## src/rtl/ptpts_pkg.sv

```systemverilog
package ptpts_pkg;

    // *****************************************
    // register offsets inside the port window
    // *****************************************
    localparam logic [11:0] PTPTS_OFS_ASYM      = 12'hc04;
    localparam logic [11:0] PTPTS_OFS_REQ_HI    = 12'hc08;
    localparam logic [11:0] PTPTS_OFS_REQ_LO    = 12'hc0a;
    localparam logic [11:0] PTPTS_OFS_SYNC_HI   = 12'hc0c;
    localparam logic [11:0] PTPTS_OFS_SYNC_LO   = 12'hc0e;
    localparam logic [11:0] PTPTS_OFS_RESP_HI   = 12'hc10;
    localparam logic [11:0] PTPTS_OFS_RESP_LO   = 12'hc12;
    localparam logic [11:0] PTPTS_OFS_STATUS    = 12'hc14;
    localparam logic [11:0] PTPTS_OFS_ENABLE    = 12'hc16;

    // *****************************************
    // field positions and reset values
    // *****************************************
    localparam int unsigned PTPTS_BIT_SIGN      = 15;
    localparam int unsigned PTPTS_MAG_W         = 15;
    localparam int unsigned PTPTS_BIT_SYNC      = 15;
    localparam int unsigned PTPTS_BIT_REQ       = 14;
    localparam int unsigned PTPTS_BIT_RESP      = 13;
    localparam int unsigned PTPTS_CORR_FRAC     = 16;
    localparam logic [15:0] PTPTS_RST_ASYM      = 16'h0000;
    localparam logic [31:0] PTPTS_RST_STAMP     = 32'h0000_0000;
    localparam logic [2:0]  PTPTS_RST_FLAGS     = 3'h0;

    // *****************************************
    // message kinds and carriers
    // *****************************************
    typedef enum logic [1:0] {
        PTPTS_MSG_SYNC,
        PTPTS_MSG_REQ,
        PTPTS_MSG_RESP,
        PTPTS_MSG_OTHER
    } ptpts_msg_e;

    typedef struct packed {
        logic        valid;
        ptpts_msg_e  kind;
        logic [31:0] ns;
    } ptpts_stamp_s;

    typedef struct packed {
        logic        valid;
        logic        egress;
        ptpts_msg_e  kind;
        logic [63:0] field;
    } ptpts_corr_s;

endpackage

```

## src/rtl/ptpts_corr_adj.sv

```systemverilog
module ptpts_corr_adj
    import ptpts_pkg::*;
(
    // asymmetry setting
    input  wire logic                   asym_sign,
    input  wire logic [PTPTS_MAG_W-1:0] asym_magnitude,
    // correction field in and out
    input  wire ptpts_corr_s            corr_in,
    output logic [63:0]                 corr_adj
);

    // *****************************************
    // signed asymmetry in correction units
    // *****************************************
    // correction field carries ns scaled by 2^16
    wire logic [63:0] mag_scaled;
    wire logic [63:0] delta;
    wire logic        do_add;
    wire logic        do_sub;

    assign mag_scaled = {{(64-PTPTS_MAG_W-PTPTS_CORR_FRAC){1'b0}}, asym_magnitude,
                         {PTPTS_CORR_FRAC{1'b0}}};
    assign delta      = asym_sign ? (64'h0 - mag_scaled) : mag_scaled;

    // ingress sync and peer response add, egress requests subtract
    assign do_add = !corr_in.egress &&
                    (corr_in.kind == PTPTS_MSG_SYNC || corr_in.kind == PTPTS_MSG_RESP);
    assign do_sub = corr_in.egress && (corr_in.kind == PTPTS_MSG_REQ);

    // other messages pass unchanged
    assign corr_adj = do_add ? (corr_in.field + delta) :
                      do_sub ? (corr_in.field - delta) : corr_in.field;

endmodule

```

## src/rtl/ptpts_port_regs.sv

```systemverilog
// Functional notes
// Asymmetry bit 15 is a read/write sign, 1 negative and 0 positive, reset zero.
// Asymmetry bits 14:0 are a magnitude in ns added to ingress Sync and Pdelay_Resp.
// The signed asymmetry is subtracted for egress Delay_Req and Pdelay_Req.
// A request egress time is caught as a read-only high and low word pair.
// A Sync egress time is caught in its own read-only pair that resets to zero.
// A Pdelay_Resp egress time is caught in its own read-only pair.
// Status bit 15 sets on a Sync stamp and clears by writing one.
// Status bit 14 sets on a request stamp and clears by writing one.
// Status bit 13 sets on a Pdelay_Resp stamp and clears by writing one.
// All status bits are ORed into the port stamp interrupt status.
// Enable bits 15, 14, 13 gate Sync, request, response interrupts; read/write, reset zero.
// The three enable bits are ORed into the port stamp interrupt enable.
// Reserved bits 12:0 of status and enable read zero and ignore writes.
module ptpts_port_regs
    import ptpts_pkg::*;
(
    // clock and reset
    input  wire logic         clk,
    input  wire logic         rst_b,
    // management register port
    input  wire logic [11:0]  reg_addr,
    input  wire logic         reg_wr,
    input  wire logic         reg_rd,
    input  wire logic [1:0]   reg_be,
    input  wire logic [15:0]  reg_wdata,
    output logic [15:0]       reg_rdata,
    output logic              reg_ack,
    // egress stamp from the timestamp engine
    input  wire ptpts_stamp_s stamp_in,
    // correction field path
    input  wire ptpts_corr_s  corr_in,
    output logic [63:0]       corr_out,
    output logic              corr_out_valid,
    // port level interrupt bits
    output logic              port_stamp_irq_status,
    output logic              port_stamp_irq_enable,
    // asymmetry setting towards the datapath
    output logic              asym_sign,
    output logic [14:0]       asym_magnitude
);

    // *****************************************
    // helpers
    // *****************************************
    // byte lane merge: lane 1 is bits 15:8, lane 0 bits 7:0
    function automatic logic [15:0] lane_merge(input logic [15:0] old_v,
                                               input logic [15:0] new_v,
                                               input logic [1:0]  be);
        logic [15:0] m;
        m = {{8{be[1]}}, {8{be[0]}}};
        return (old_v & ~m) | (new_v & m);
    endfunction

    // flag vector at bits 15:13 of a register image, any mix of the three may be set
    function automatic logic [15:0] flags_to_word(input logic [2:0] f);
        logic [15:0] w;
        w = 16'h0000;
        w[PTPTS_BIT_SYNC] = f[2];
        w[PTPTS_BIT_REQ]  = f[1];
        w[PTPTS_BIT_RESP] = f[0];
        return w;
    endfunction

    // pick bits 15:13 back out of a written word
    function automatic logic [2:0] word_to_flags(input logic [15:0] w);
        return {w[PTPTS_BIT_SYNC], w[PTPTS_BIT_REQ], w[PTPTS_BIT_RESP]};
    endfunction

    // *****************************************
    // state
    // *****************************************
    logic [15:0] asym_r;
    logic [15:0] asym_nxt;
    logic [31:0] req_stamp_r;
    logic [31:0] req_stamp_nxt;
    logic [31:0] sync_stamp_r;
    logic [31:0] sync_stamp_nxt;
    logic [31:0] resp_stamp_r;
    logic [31:0] resp_stamp_nxt;
    logic [2:0]  pending_r;
    logic [2:0]  pending_nxt;
    logic [2:0]  irq_on_r;
    logic [2:0]  irq_on_nxt;
    logic [15:0] rdata_r;
    logic [15:0] rdata_nxt;
    logic        ack_r;
    logic [63:0] corr_r;
    logic        corr_valid_r;
    logic        irq_status_r;
    logic        irq_enable_r;

    // *****************************************
    // address decode
    // *****************************************
    wire logic hit_asym;
    wire logic hit_req_hi;
    wire logic hit_req_lo;
    wire logic hit_sync_hi;
    wire logic hit_sync_lo;
    wire logic hit_resp_hi;
    wire logic hit_resp_lo;
    wire logic hit_status;
    wire logic hit_enable;
    wire logic wr_any;

    // byte address bit 0 ignored, registers are 16-bit aligned
    assign hit_asym    = reg_addr[11:1] == PTPTS_OFS_ASYM[11:1];
    assign hit_req_hi  = reg_addr[11:1] == PTPTS_OFS_REQ_HI[11:1];
    assign hit_req_lo  = reg_addr[11:1] == PTPTS_OFS_REQ_LO[11:1];
    assign hit_sync_hi = reg_addr[11:1] == PTPTS_OFS_SYNC_HI[11:1];
    assign hit_sync_lo = reg_addr[11:1] == PTPTS_OFS_SYNC_LO[11:1];
    assign hit_resp_hi = reg_addr[11:1] == PTPTS_OFS_RESP_HI[11:1];
    assign hit_resp_lo = reg_addr[11:1] == PTPTS_OFS_RESP_LO[11:1];
    assign hit_status  = reg_addr[11:1] == PTPTS_OFS_STATUS[11:1];
    assign hit_enable  = reg_addr[11:1] == PTPTS_OFS_ENABLE[11:1];
    assign wr_any      = reg_wr && !reg_rd;

    // *****************************************
    // asymmetry register
    // *****************************************
    // sign and magnitude written together or per byte lane
    assign asym_nxt = (wr_any && hit_asym) ? lane_merge(asym_r, reg_wdata, reg_be)
                                           : asym_r;

    // *****************************************
    // egress stamp capture
    // *****************************************
    // a new stamp overwrites the old one even if software has not read it;
    // the pending flag only shows that a stamp arrived, never that one was missed
    wire logic cap_sync;
    wire logic cap_req;
    wire logic cap_resp;

    assign cap_sync = stamp_in.valid && (stamp_in.kind == PTPTS_MSG_SYNC);
    assign cap_req  = stamp_in.valid && (stamp_in.kind == PTPTS_MSG_REQ);
    assign cap_resp = stamp_in.valid && (stamp_in.kind == PTPTS_MSG_RESP);

    assign req_stamp_nxt  = cap_req  ? stamp_in.ns : req_stamp_r;
    assign sync_stamp_nxt = cap_sync ? stamp_in.ns : sync_stamp_r;
    assign resp_stamp_nxt = cap_resp ? stamp_in.ns : resp_stamp_r;

    // *****************************************
    // pending flags, write one to clear
    // *****************************************
    wire logic [2:0] set_vec;
    wire logic [2:0] clr_vec;
    wire logic [15:0] clr_word;

    assign set_vec  = {cap_sync, cap_req, cap_resp};
    // only bits 15:13 are looked at, reserved bits drop out here
    assign clr_word = (wr_any && hit_status) ? lane_merge(16'h0000, reg_wdata, reg_be)
                                             : 16'h0000;
    assign clr_vec  = word_to_flags(clr_word);
    // a stamp arriving with the clear keeps its flag set
    assign pending_nxt = (pending_r & ~clr_vec) | set_vec;

    // *****************************************
    // interrupt enables
    // *****************************************
    assign irq_on_nxt = (wr_any && hit_enable)
                      ? word_to_flags(lane_merge(flags_to_word(irq_on_r), reg_wdata, reg_be))
                      : irq_on_r;

    // *****************************************
    // read mux
    // *****************************************
    wire logic [15:0] rd_word;

    assign rd_word = hit_asym    ? asym_r               :
                     hit_req_hi  ? req_stamp_r[31:16]   :
                     hit_req_lo  ? req_stamp_r[15:0]    :
                     hit_sync_hi ? sync_stamp_r[31:16]  :
                     hit_sync_lo ? sync_stamp_r[15:0]   :
                     hit_resp_hi ? resp_stamp_r[31:16]  :
                     hit_resp_lo ? resp_stamp_r[15:0]   :
                     hit_status  ? flags_to_word(pending_r) :
                     hit_enable  ? flags_to_word(irq_on_r)  :
                                   16'h0000;
    // data held between reads so a slow master can sample late
    assign rdata_nxt = reg_rd ? rd_word : rdata_r;

    // *****************************************
    // correction adjust
    // *****************************************
    wire logic [63:0] corr_adj;

    ptpts_corr_adj u_corr_adj (
        .asym_sign      (asym_r[PTPTS_BIT_SIGN]),
        .asym_magnitude (asym_r[PTPTS_MAG_W-1:0]),
        .corr_in        (corr_in),
        .corr_adj       (corr_adj)
    );

    // *****************************************
    // register update
    // *****************************************
    // configuration and captures
    always_ff @(posedge clk) begin
        if (!rst_b) begin
            asym_r       <= PTPTS_RST_ASYM;
            req_stamp_r  <= PTPTS_RST_STAMP;
            sync_stamp_r <= PTPTS_RST_STAMP;
            resp_stamp_r <= PTPTS_RST_STAMP;
            pending_r    <= PTPTS_RST_FLAGS;
            irq_on_r     <= PTPTS_RST_FLAGS;
        end else begin
            asym_r       <= asym_nxt;
            req_stamp_r  <= req_stamp_nxt;
            sync_stamp_r <= sync_stamp_nxt;
            resp_stamp_r <= resp_stamp_nxt;
            pending_r    <= pending_nxt;
            irq_on_r     <= irq_on_nxt;
        end
    end

    // bus answer, one cycle after the strobe
    always_ff @(posedge clk) begin
        if (!rst_b) begin
            rdata_r <= 16'h0000;
            ack_r   <= 1'b0;
        end else begin
            rdata_r <= rdata_nxt;
            ack_r   <= reg_rd || reg_wr;
        end
    end

    // correction field out, one cycle latency
    always_ff @(posedge clk) begin
        if (!rst_b) begin
            corr_r       <= 64'h0;
            corr_valid_r <= 1'b0;
        end else begin
            corr_r       <= corr_in.valid ? corr_adj : corr_r;
            corr_valid_r <= corr_in.valid;
        end
    end

    // port interrupt summary, taken from next state to avoid an extra cycle
    always_ff @(posedge clk) begin
        if (!rst_b) begin
            irq_status_r <= 1'b0;
            irq_enable_r <= 1'b0;
        end else begin
            irq_status_r <= |pending_nxt;
            irq_enable_r <= |irq_on_nxt;
        end
    end

    // *****************************************
    // outputs
    // *****************************************
    assign reg_rdata             = rdata_r;
    assign reg_ack               = ack_r;
    assign corr_out              = corr_r;
    assign corr_out_valid        = corr_valid_r;
    assign port_stamp_irq_status = irq_status_r;
    assign port_stamp_irq_enable = irq_enable_r;
    assign asym_sign             = asym_r[PTPTS_BIT_SIGN];
    assign asym_magnitude        = asym_r[PTPTS_MAG_W-1:0];

endmodule

```

## config.mk

```make
export PLATFORM = sky130hd
export DESIGN_NAME = ptpts_port_regs
export DESIGN_NICKNAME = d
export VERILOG_FILES = /design/src/rtl/ptpts_pkg.sv /design/src/rtl/ptpts_corr_adj.sv /design/src/rtl/ptpts_port_regs.sv
export SDC_FILE = /design/constraint.sdc
export NUM_CORES = 1
export LEC_CHECK = 0
export BUFFER_PORTS_ARGS = -buffer_cell sky130_fd_sc_hd__buf_2
export CORE_UTILIZATION = 28
export DETAILED_ROUTE_END_ITERATION = 10
export PLACE_DENSITY = 0.48
export SLEW_MARGIN = 15
export SYNTH_ARGS = -nofsm -noshare
export SYNTH_HDL_FRONTEND = slang
export SYNTH_SLANG_ARGS = --single-unit
```

## constraint.sdc

```tcl
create_clock -name clk -period 16.36 [get_ports clk]
set_input_delay 0.818 -clock clk [delete_from_list [all_inputs] [get_ports clk]]
set_output_delay 0.818 -clock clk [all_outputs]
set_load 0.01 [all_outputs]
```

==> Word-level counts from Yosys, hierarchy flattened <==
Cells that the tools add are included.
{ "op_classes": {"n_bitwise": 9, "eq_ne": 13, "n_reduce_logical": 17, "n_mux": 14, "add_sub_neg": 3} }
{ "ops": {"columns": ["cell", "n"], "rows": [
  ["2-to-1 mux 64 bit", 3],
  ["2-to-1 mux 16 bit", 10],
  ["equality test 11 bit, second input constant", 9],
  ["adder 64 bit", 1],
  ["subtractor 64 bit", 1],
  ["bitwise AND 16 bit", 3],
  ["OR 16 bit", 2],
  ["subtractor 1 x 31 -> 32 bit, first input constant", 1],
  ["NOT 16 bit", 1],
  ["logical AND 1 bit", 9],
  ["OR reduction 3 bit", 2],
  ["equality test 2 x 1 -> 1 bit, second input constant", 2],
  ["equality test 2 bit, second input constant", 2],
  ["zero test 2 bit", 2],
  ["bitwise AND 3 bit", 1],
  ["2-to-1 mux 3 bit", 1],
  ["NOT 3 bit", 1],
  ["OR 3 bit", 1],
  ["zero test 1 bit", 2],
  ["logical OR 1 bit", 2]
]} }
{ "totals": {"in_bits": 137, "output_inout_bits": 100, "elab_cells": 68, "register_bits": 202} }

==> Logic depth before layout (Yosys ltp) <==
Gate-level depths: netlist of run 1.
{ "depth": {"depth_word": 10, "ltp_mapped": 20, "depth_no_buf": 19} }

==> Cells and area by module <==
A second synthesis of run 1 with hierarchy kept.
{ "unflattened": {"hier_cells": 1931, "area_unflattened_um2": 15005.6} }
{ "modules_own_cells": {"columns": ["mod", "area_per_inst_um2", "n_inst", "seq_area_each_um2", "cells_per_inst"], "rows": [
  ["ptpts_port_regs", 8476.9, 1, 4043.9, 943],
  ["ptpts_corr_adj", 6528.8, 1, 0.0, 988]
]} }

==> Least setup slack after synthesis of run 1 <==
OpenSTA, ideal clock, no wires.
{ "synth_path": {"path_kind": "register to register", "start": "reg (tool-made name)", "end": "reg corr_r[61], in the netlist corr_out[61]", "path_stages_with_launch": 19, "slack_ps": 11195, "t_required_ps": 16230, "setup_ps": 130, "synth_period_minus_slack_ps": 5165, "arrival_time_ps": 5036, "path_buffers": 1, "path_cell_list": "dfxtp_1 or2_4 nor4_4 nand3_2 or2_4 o31ai_4 inv_1 ha_1 nor2b_1 a211o_1 a21oi_1 o21ai_0 a211oi_1 o21a_1 o21ai_1 buf_2 a31o_2 a211oi_1 o31ai_2"} }
{ "synth_rtl": {"columns": ["item", "line_no", "rtl"], "rows": [
  ["to (signal assigned)", "ptpts_port_regs.sv:234", "corr_r <= corr_in.valid ? corr_adj : corr_r;"],
  ["to (decl)", "ptpts_port_regs.sv:88", "logic [63:0] corr_r;"]
]} }

==> results of run 1 <==
[through the flow]
stage	cell area (um2)	worst slack, ns	instances	power (mW)
3_3_place_gp	16000	11.14	2692	0.755
6_report	17000	11.11	2743	1.41
2_1_floorplan	14300	11.19	1898	0.671
5_1_grt	17000	10.74	2743	1.48
4_1_cts	17000	11.07	2740	1.43
3_5_place_dp	16000	11.09	2692	0.757
[synth_stat cells (5+ instances only)]
| library cell | count |
|---|---|
| nand2_1 | 313 |
| a21oi_1 | 227 |
| dfxtp_1 | 202 |
| nor2_1 | 168 |
| clkbuf_1 | 105 |
| o21ai_0 | 100 |
| ha_1 | 99 |
| inv_1 | 67 |
| mux2i_1 | 45 |
| nor3_1 | 36 |
| a221o_1 | 35 |
| nand3_1 | 29 |
| a31oi_1 | 27 |
| xnor2_1 | 27 |
| o21bai_1 | 24 |
| a211oi_1 | 21 |
| a21o_1 | 20 |
| a22oi_1 | 20 |
| o211ai_1 | 19 |
| a221oi_1 | 18 |
| nand2b_1 | 17 |
| o221ai_1 | 17 |
| o31ai_1 | 17 |
| buf_2 | 16 |
| nand4_1 | 15 |
| and3_1 | 13 |
| nor2b_1 | 12 |
| o22ai_1 | 11 |
| o21a_1 | 10 |
| xor2_1 | 10 |
| buf_1 | 9 |
| a31o_2 | 6 |
| and2_1 | 6 |
| o21ai_1 | 6 |
| a311oi_1 | 5 |
| nor4_1 | 5 |
| or2_2 | 5 |
| or3_1 | 5 |
[worst max-delay path, delay by kind of cell (launching register included)]
kind,cells,cell delay (ns)
and+or+nand+nor,5,1.11
adders and majority gates,1,0.48
DFF,1,0.39
AOI/OAI and AO/OA,9,2.39
buffers and inverters,2,0.72
[cell type report]
type | count | area (um2) | area share
tap | 672 | 841 | 0.0495
inverter | 69 | 262 | 0.0154
antenna | 3 | 7.51 | 0.000442
sequential | 202 | 4040 | 0.238
clock inverter | 12 | 229 | 0.0135
multi-input combinational | 1497 | 9520 | 0.561
clock buffer | 36 | 778 | 0.0458
timing repair buffer | 252 | 1310 | 0.0769
[cells in the final DEF (no fill, tap or decap), types with 26 or more instances in the layout]
cell / count
nor3_1: 35
o21ai_0: 100
nor2_1: 165
buf_2: 234
dfxtp_1: 202
ha_1: 99
xnor2_1: 27
a31oi_1: 27
nand2_1: 313
inv_1: 67
nand3_1: 29
clkbuf_16: 26
a221o_1: 35
a21oi_1: 227
mux2i_1: 45
[flip-flops by register name, indices dropped and copies added, names as in the netlist, named ones only]
name and cells:
port_stamp_irq_status 1, resp_stamp_r 32, req_stamp_r 32, irq_on_r 3, corr_out 64, pending_r 3
port_stamp_irq_enable 1, corr_out_valid 1, reg_rdata 16, sync_stamp_r 32, reg_ack 1
[logic make-up after synthesis]
| group | count (synthesis) | synth area share |
|---|---|---|
| AO/OA/AOI/OAI | 653 | 0.309 |
| XOR/XNOR | 38 | 0.0238 |
| adder cells (fa/ha/maj) | 100 | 0.0880 |
| buffers and inverters | 199 | 0.0536 |
| flip-flops | 202 | 0.283 |
| multiplexers | 50 | 0.0378 |
| AND/OR/NAND/NOR | 656 | 0.205 |
[routing by layer]
metal | up-vias | share of wire | wire, um
li1 | 7184 | - | -
met1 | 7048 | 0.45 | 24700
met2 | 454 | 0.46 | 25100
met3 | 87 | 0.064 | 3530
met4 | 16 | 0.024 | 1310
met5 | - | 0.0020 | 108
[power breakdown]
group | leakage (nW) | internal (mW) | switching, mW
clock | 0.498 | 0.426 | 0.241
sequential | 1.65 | 0.514 | 0.0117
combinational | 4.76 | 0.0791 | 0.143
[worst max-delay path by stage]
stage          from            to  slack [ns]  cells after the start
6_report       flop  corr_out[57]       11.11                     17
3_3_place_gp   flop  corr_out[57]       11.14                     17
2_1_floorplan  flop  corr_out[61]       11.19                     18
5_1_grt        flop  corr_out[62]       10.74                     18
3_5_place_dp   flop  corr_out[57]       11.09                     17
4_1_cts        flop  corr_out[57]       11.07                     17
==> flow_metrics.env, run 1 <==
export IMPL_grt_pass1_vias=14107
export IMPL_htree_levels=1
export IMPL_postSynthAreaPerCell_um2=7.53
export IMPL_hold_class="reg2reg"
export IMPL_required_ns=16.81
export IMPL_overflow=0
export IMPL_fmax_ghz=0.190
export IMPL_power_density_nw_per_um2=83.2
export IMPL_clkTransAtPathRegs_ns=0.06
export IMPL_antenna_left=0
export IMPL_dr_first_iter_drc_count=1117
export IMPL_cap_violations=0
export IMPL_grt_use_met2=0.331
export IMPL_antenna_found_initial=12
export IMPL_setup_violations=0
export IMPL_cts_hold_buf=0
export IMPL_wl_um=54700
export IMPL_slew_headroom=0.247
export IMPL_hpwl_um=38800
export IMPL_crit_fanout=36
export IMPL_min_to="req_stamp_r[10]"
export IMPL_worstMarginPinSlew_ns=1.13
export IMPL_grt_util_met3=0.0393
export IMPL_grt_busiest_layer="met2"
export IMPL_synthTopCellsByArea="dfxtp_1 (28%), ha_1 (8.7%), nand2_1 (8.2%)"
export IMPL_grt_setup_unrepaired="no"
export IMPL_yosys_area_top_type_share=0.283
export IMPL_syn_num_nets=2135
export IMPL_drv_slew=0
export IMPL_min_period_over_period=0.321
export IMPL_drive_gt1_frac=0.176
export IMPL_r2r_slack_ns=11.11
export IMPL_nets=2285
export IMPL_syn_cell_area_um2=14300
export IMPL_wl_per_cell_um=20.0
export IMPL_viasPerCell=5.39
export IMPL_area_growth_pct=18.8
export IMPL_io_pins=237
export IMPL_cp_slowest_stage_delay_ns=0.76
export IMPL_utilization=0.338
export IMPL_post_cts_resized=0
export IMPL_fill_cells=5433
export IMPL_die_area_um2=52000
export IMPL_synthCells=1898
export IMPL_status="completed"
export IMPL_timing_hold_ws_ns=0.451
export IMPL_whs_path_depth=2
export IMPL_initial_core_util=0.284
export IMPL_grt_max_degree=99
export IMPL_path_class="reg2reg"
export IMPL_synth_flop_cell="dfxtp_1"
export IMPL_crit_path_end_kind="flop"
export IMPL_grt_pass1_wl_um=83300
export IMPL_fin_skew_ns=0.0112
export IMPL_coreArea_um2=50300
export IMPL_fin_crit_ns=5.25
export IMPL_worst_endpoint_arrival_ns=5.70
export IMPL_timing_rr_end="corr_out[57]"
export IMPL_ys_ff_latch=202
export IMPL_setup_tns_ns=0
export IMPL_firstDrtPassIters=5
export IMPL_die_w_um=228
export IMPL_post_cts_setup_buffer_count=0
export IMPL_ir_worst_vdd_mv=0.0831
export IMPL_ys_seq_area_frac=0.283
export IMPL_rr_worst_depth=17
export IMPL_hp_start="req_stamp_r[10]"
export IMPL_synth_enable_flop_cells=0
export IMPL_vias=14789
export IMPL_postSynth_asyncResetShare=0
export IMPL_synth_largest_area_cell="dfxtp_1"
export IMPL_cpMaxStageDelayCell="o21ai_1"
export IMPL_grt_total_usage=0.202
export IMPL_cp_start_kind="flop"
export IMPL_clk_latency_ns=0.57
export IMPL_leakagePower_nw=6.91
export IMPL_cts_tree="yes"
export IMPL_grtUsageMet1=0.269
export IMPL_cts_inserted_buffers=26
export IMPL_io_buffers=235
export IMPL_cp_cell_sequence="or2_4 > nor4_4 > nand3_2 > or2_4 > o31ai_4 > buf_4 > ha_1 > inv_1 > a21oi_1 > o31ai_1 > and3_1 > a211oi_1 > o21a_1 > o21ai_1 > a2111oi_0 > a211oi_1 > o21ai_1"
export IMPL_rows=82
export IMPL_die_h_um=228
export IMPL_final_hold_viol_count=0
export IMPL_drc=0
export IMPL_yosys_warnings=0
export IMPL_yosysUniqueCellTypes=95
export IMPL_ctsLongestPathBuffers=3
export IMPL_place_congestion=0.923
export IMPL_cts_root_buf="clkbuf_16"
export IMPL_cts_sinks=202
No activity file was read; power rests on OpenSTA's default activity.
==> run 2: changes to the inputs <==
--- a/config.mk
+++ b/config.mk
@@ -8,7 +8,7 @@
 export BUFFER_PORTS_ARGS = -buffer_cell sky130_fd_sc_hd__buf_2
 export CORE_UTILIZATION = 28
 export DETAILED_ROUTE_END_ITERATION = 10
-export PLACE_DENSITY = 0.48
+export PLACE_DENSITY = 0.5
 export SLEW_MARGIN = 15
 export SYNTH_ARGS = -nofsm -noshare
 export SYNTH_HDL_FRONTEND = slang
==> constraint.sdc (replaced) <==
create_clock -name clk -period 4.6 [get_ports clk]
set_input_delay 0.23 -clock clk [delete_from_list [all_inputs] [get_ports clk]]
set_output_delay 0.23 -clock clk [all_outputs]
set_load 0.01 [all_outputs]
==> run 2 against run 1 <==
Utilization grew 2.9 points. Flip-flop and latch count did not move. First-iteration DRC count is 0.72% higher. Critical path depth is 2 higher. Sequential power rose to 3.6 times the previous value. Largest cell class unchanged.
==> flow_metrics.env, run 2 (synthesis results as in run 1) <==
export IMPL_cap_violations=0
export IMPL_antenna_found_initial=6
export IMPL_cts_tree="yes"
export IMPL_fmax_ghz=0.224
export IMPL_grt_setup_unrepaired="yes"
export IMPL_initial_core_util=0.284
export IMPL_cts_inserted_buffers=27
export IMPL_timing_hold_ws_ns=0.0254
export IMPL_overflow=0
export IMPL_nets=2444
export IMPL_required_ns=5.05
export IMPL_rows=82
export IMPL_viasPerCell=5.32
export IMPL_status="completed"
export IMPL_clk_latency_ns=0.59
export IMPL_area_growth_pct=29.1
export IMPL_drive_gt1_frac=0.211
export IMPL_grt_max_degree=72
export IMPL_hold_class="in2reg"
export IMPL_final_hold_viol_count=0
export IMPL_vias=15453
export IMPL_dr_first_iter_drc_count=1125
export IMPL_fin_skew_ns=0.0342
export IMPL_wl_per_cell_um=19.6
export IMPL_grt_total_usage=0.212
export IMPL_cts_sinks=202
export IMPL_ctsLongestPathBuffers=3
export IMPL_fill_cells=5368
export IMPL_final_cells=2902
export IMPL_crit_path_end_kind="flop"
export IMPL_io_pins=237
export IMPL_die_w_um=228
export IMPL_antenna_left=0
export IMPL_layout_common_cells="nand2_1 (313), buf_2 (234), a21oi_1 (222)"
export IMPL_drc=0
export IMPL_io_buffers=235
export IMPL_fin_crit_ns=4.46
export IMPL_cts_root_buf="clkbuf_16"
export IMPL_htree_levels=1
export IMPL_worstMarginPinSlew_ns=1.16
export IMPL_path_class="reg2reg"
export IMPL_setup_violations=0
export IMPL_coreArea_um2=50300
export IMPL_clkTransAtPathRegs_ns=0.06
export IMPL_final_common_cell="nand2_1"
export IMPL_slew_headroom=0.221
export IMPL_grt_pass1_wl_um=87800
export IMPL_leakagePower_nw=7.61
export IMPL_power_total_mw=4.86
export IMPL_wl_um=56900
export IMPL_ir_worst_vdd_mv=0.272
export IMPL_hpwl_um=40500
export IMPL_place_congestion=0.932
export IMPL_firstDrtPassIters=5
export IMPL_final_cell_area_um2=18500
export IMPL_drv_slew=0
export IMPL_crit_fanout=10
export IMPL_setup_tns_ns=0
export IMPL_dp_cells=2769
export IMPL_largest_register_ffs=64
export IMPL_min_period_over_period=0.968
export IMPL_worst_endpoint_arrival_ns=4.90
export IMPL_die_h_um=228
export IMPL_grt_pass1_vias=15160
export IMPL_die_area_um2=52000
export IMPL_cp_start_kind="flop"
export IMPL_power_density_nw_per_um2=264
export IMPL_dpl_cell_area_um2=16600
run 2: final cells by class:
type | instances | area, um2 | area share
Inverter | 69 | 262 | 0.0142
Clock inverter | 12 | 123 | 0.00664
Antenna cell | 5 | 12.5 | 0.000678
Sequential cell | 202 | 4050 | 0.219
Multi-Input combinational cell | 1497 | 9700 | 0.525
Tap cell | 672 | 841 | 0.0455
Timing Repair Buffer | 410 | 2720 | 0.148
Clock buffer | 35 | 756 | 0.0409
run 2: worst paths after layout:
path / from / end / slack [ns] / cells past startpoint
setup / recovery: flop / corr_out[62] / 0.14 / 19
hold / removal: corr_in[36] / corr_out[36] / 0.03 / 3
setup reg to reg: flop / corr_out[62] / 0.14 / 19
hold reg to reg: req_stamp_r[21] / req_stamp_r[21] / 0.45 / 2
run 2: layer usage:
| layer | share of wire | global-route usage |
|---|---|---|
| met2 | 0.47 | 0.354 |
| met5 | 0.00025 | 0 |
| met3 | 0.073 | 0.0401 |
| met1 | 0.43 | 0.274 |
| met4 | 0.023 | 0.0652 |
run 2: report_power, final:
group	leakage (nW)	switching, mW	internal, mW	total [mW]
clock network	0.425	0.885	1.22	2.10
registers	1.65	0.0451	1.83	1.87
logic	5.54	0.537	0.352	0.889
total	7.61	1.47	3.40	4.86
run 2: critical path, stage by stage, from the launching register on:
cell	delay, ns
dfxtp_2	0.35
or2_4	0.27
nor4_4	0.34
nand3_2	0.13
or2_4	0.27
o31ai_4	0.22
buf_12	0.18
inv_1	0.10
buf_4	0.18
ha_1	0.22
a21oi_2	0.16
o311ai_1	0.16
a211oi_1	0.33
buf_4	0.19
o2111ai_2	0.18
a31o_4	0.29
a221oi_4	0.30
o21ai_1	0.13
mux2i_1	0.21
a31oi_1	0.10
run 2: timing repair:
action | 4_1_cts | 5_1_grt
gates resized for setup | 1 | 44
setup endpoints to repair | 1 | 22
pin swaps | 0 | 10
endpoints found under the hold margin | 146 | 0
buffers inserted | 0 | 3
hold buffers | 78 | 0
run 2: stage by stage:
stage                     utilization  worst slack (ns)
after CTS                       0.363             0.101
after detailed placement        0.330            0.0358
after global placement          0.330            0.0705
after floorplan                     -            -0.565
after global routing            0.367           -0.0373
final                           0.367             0.145
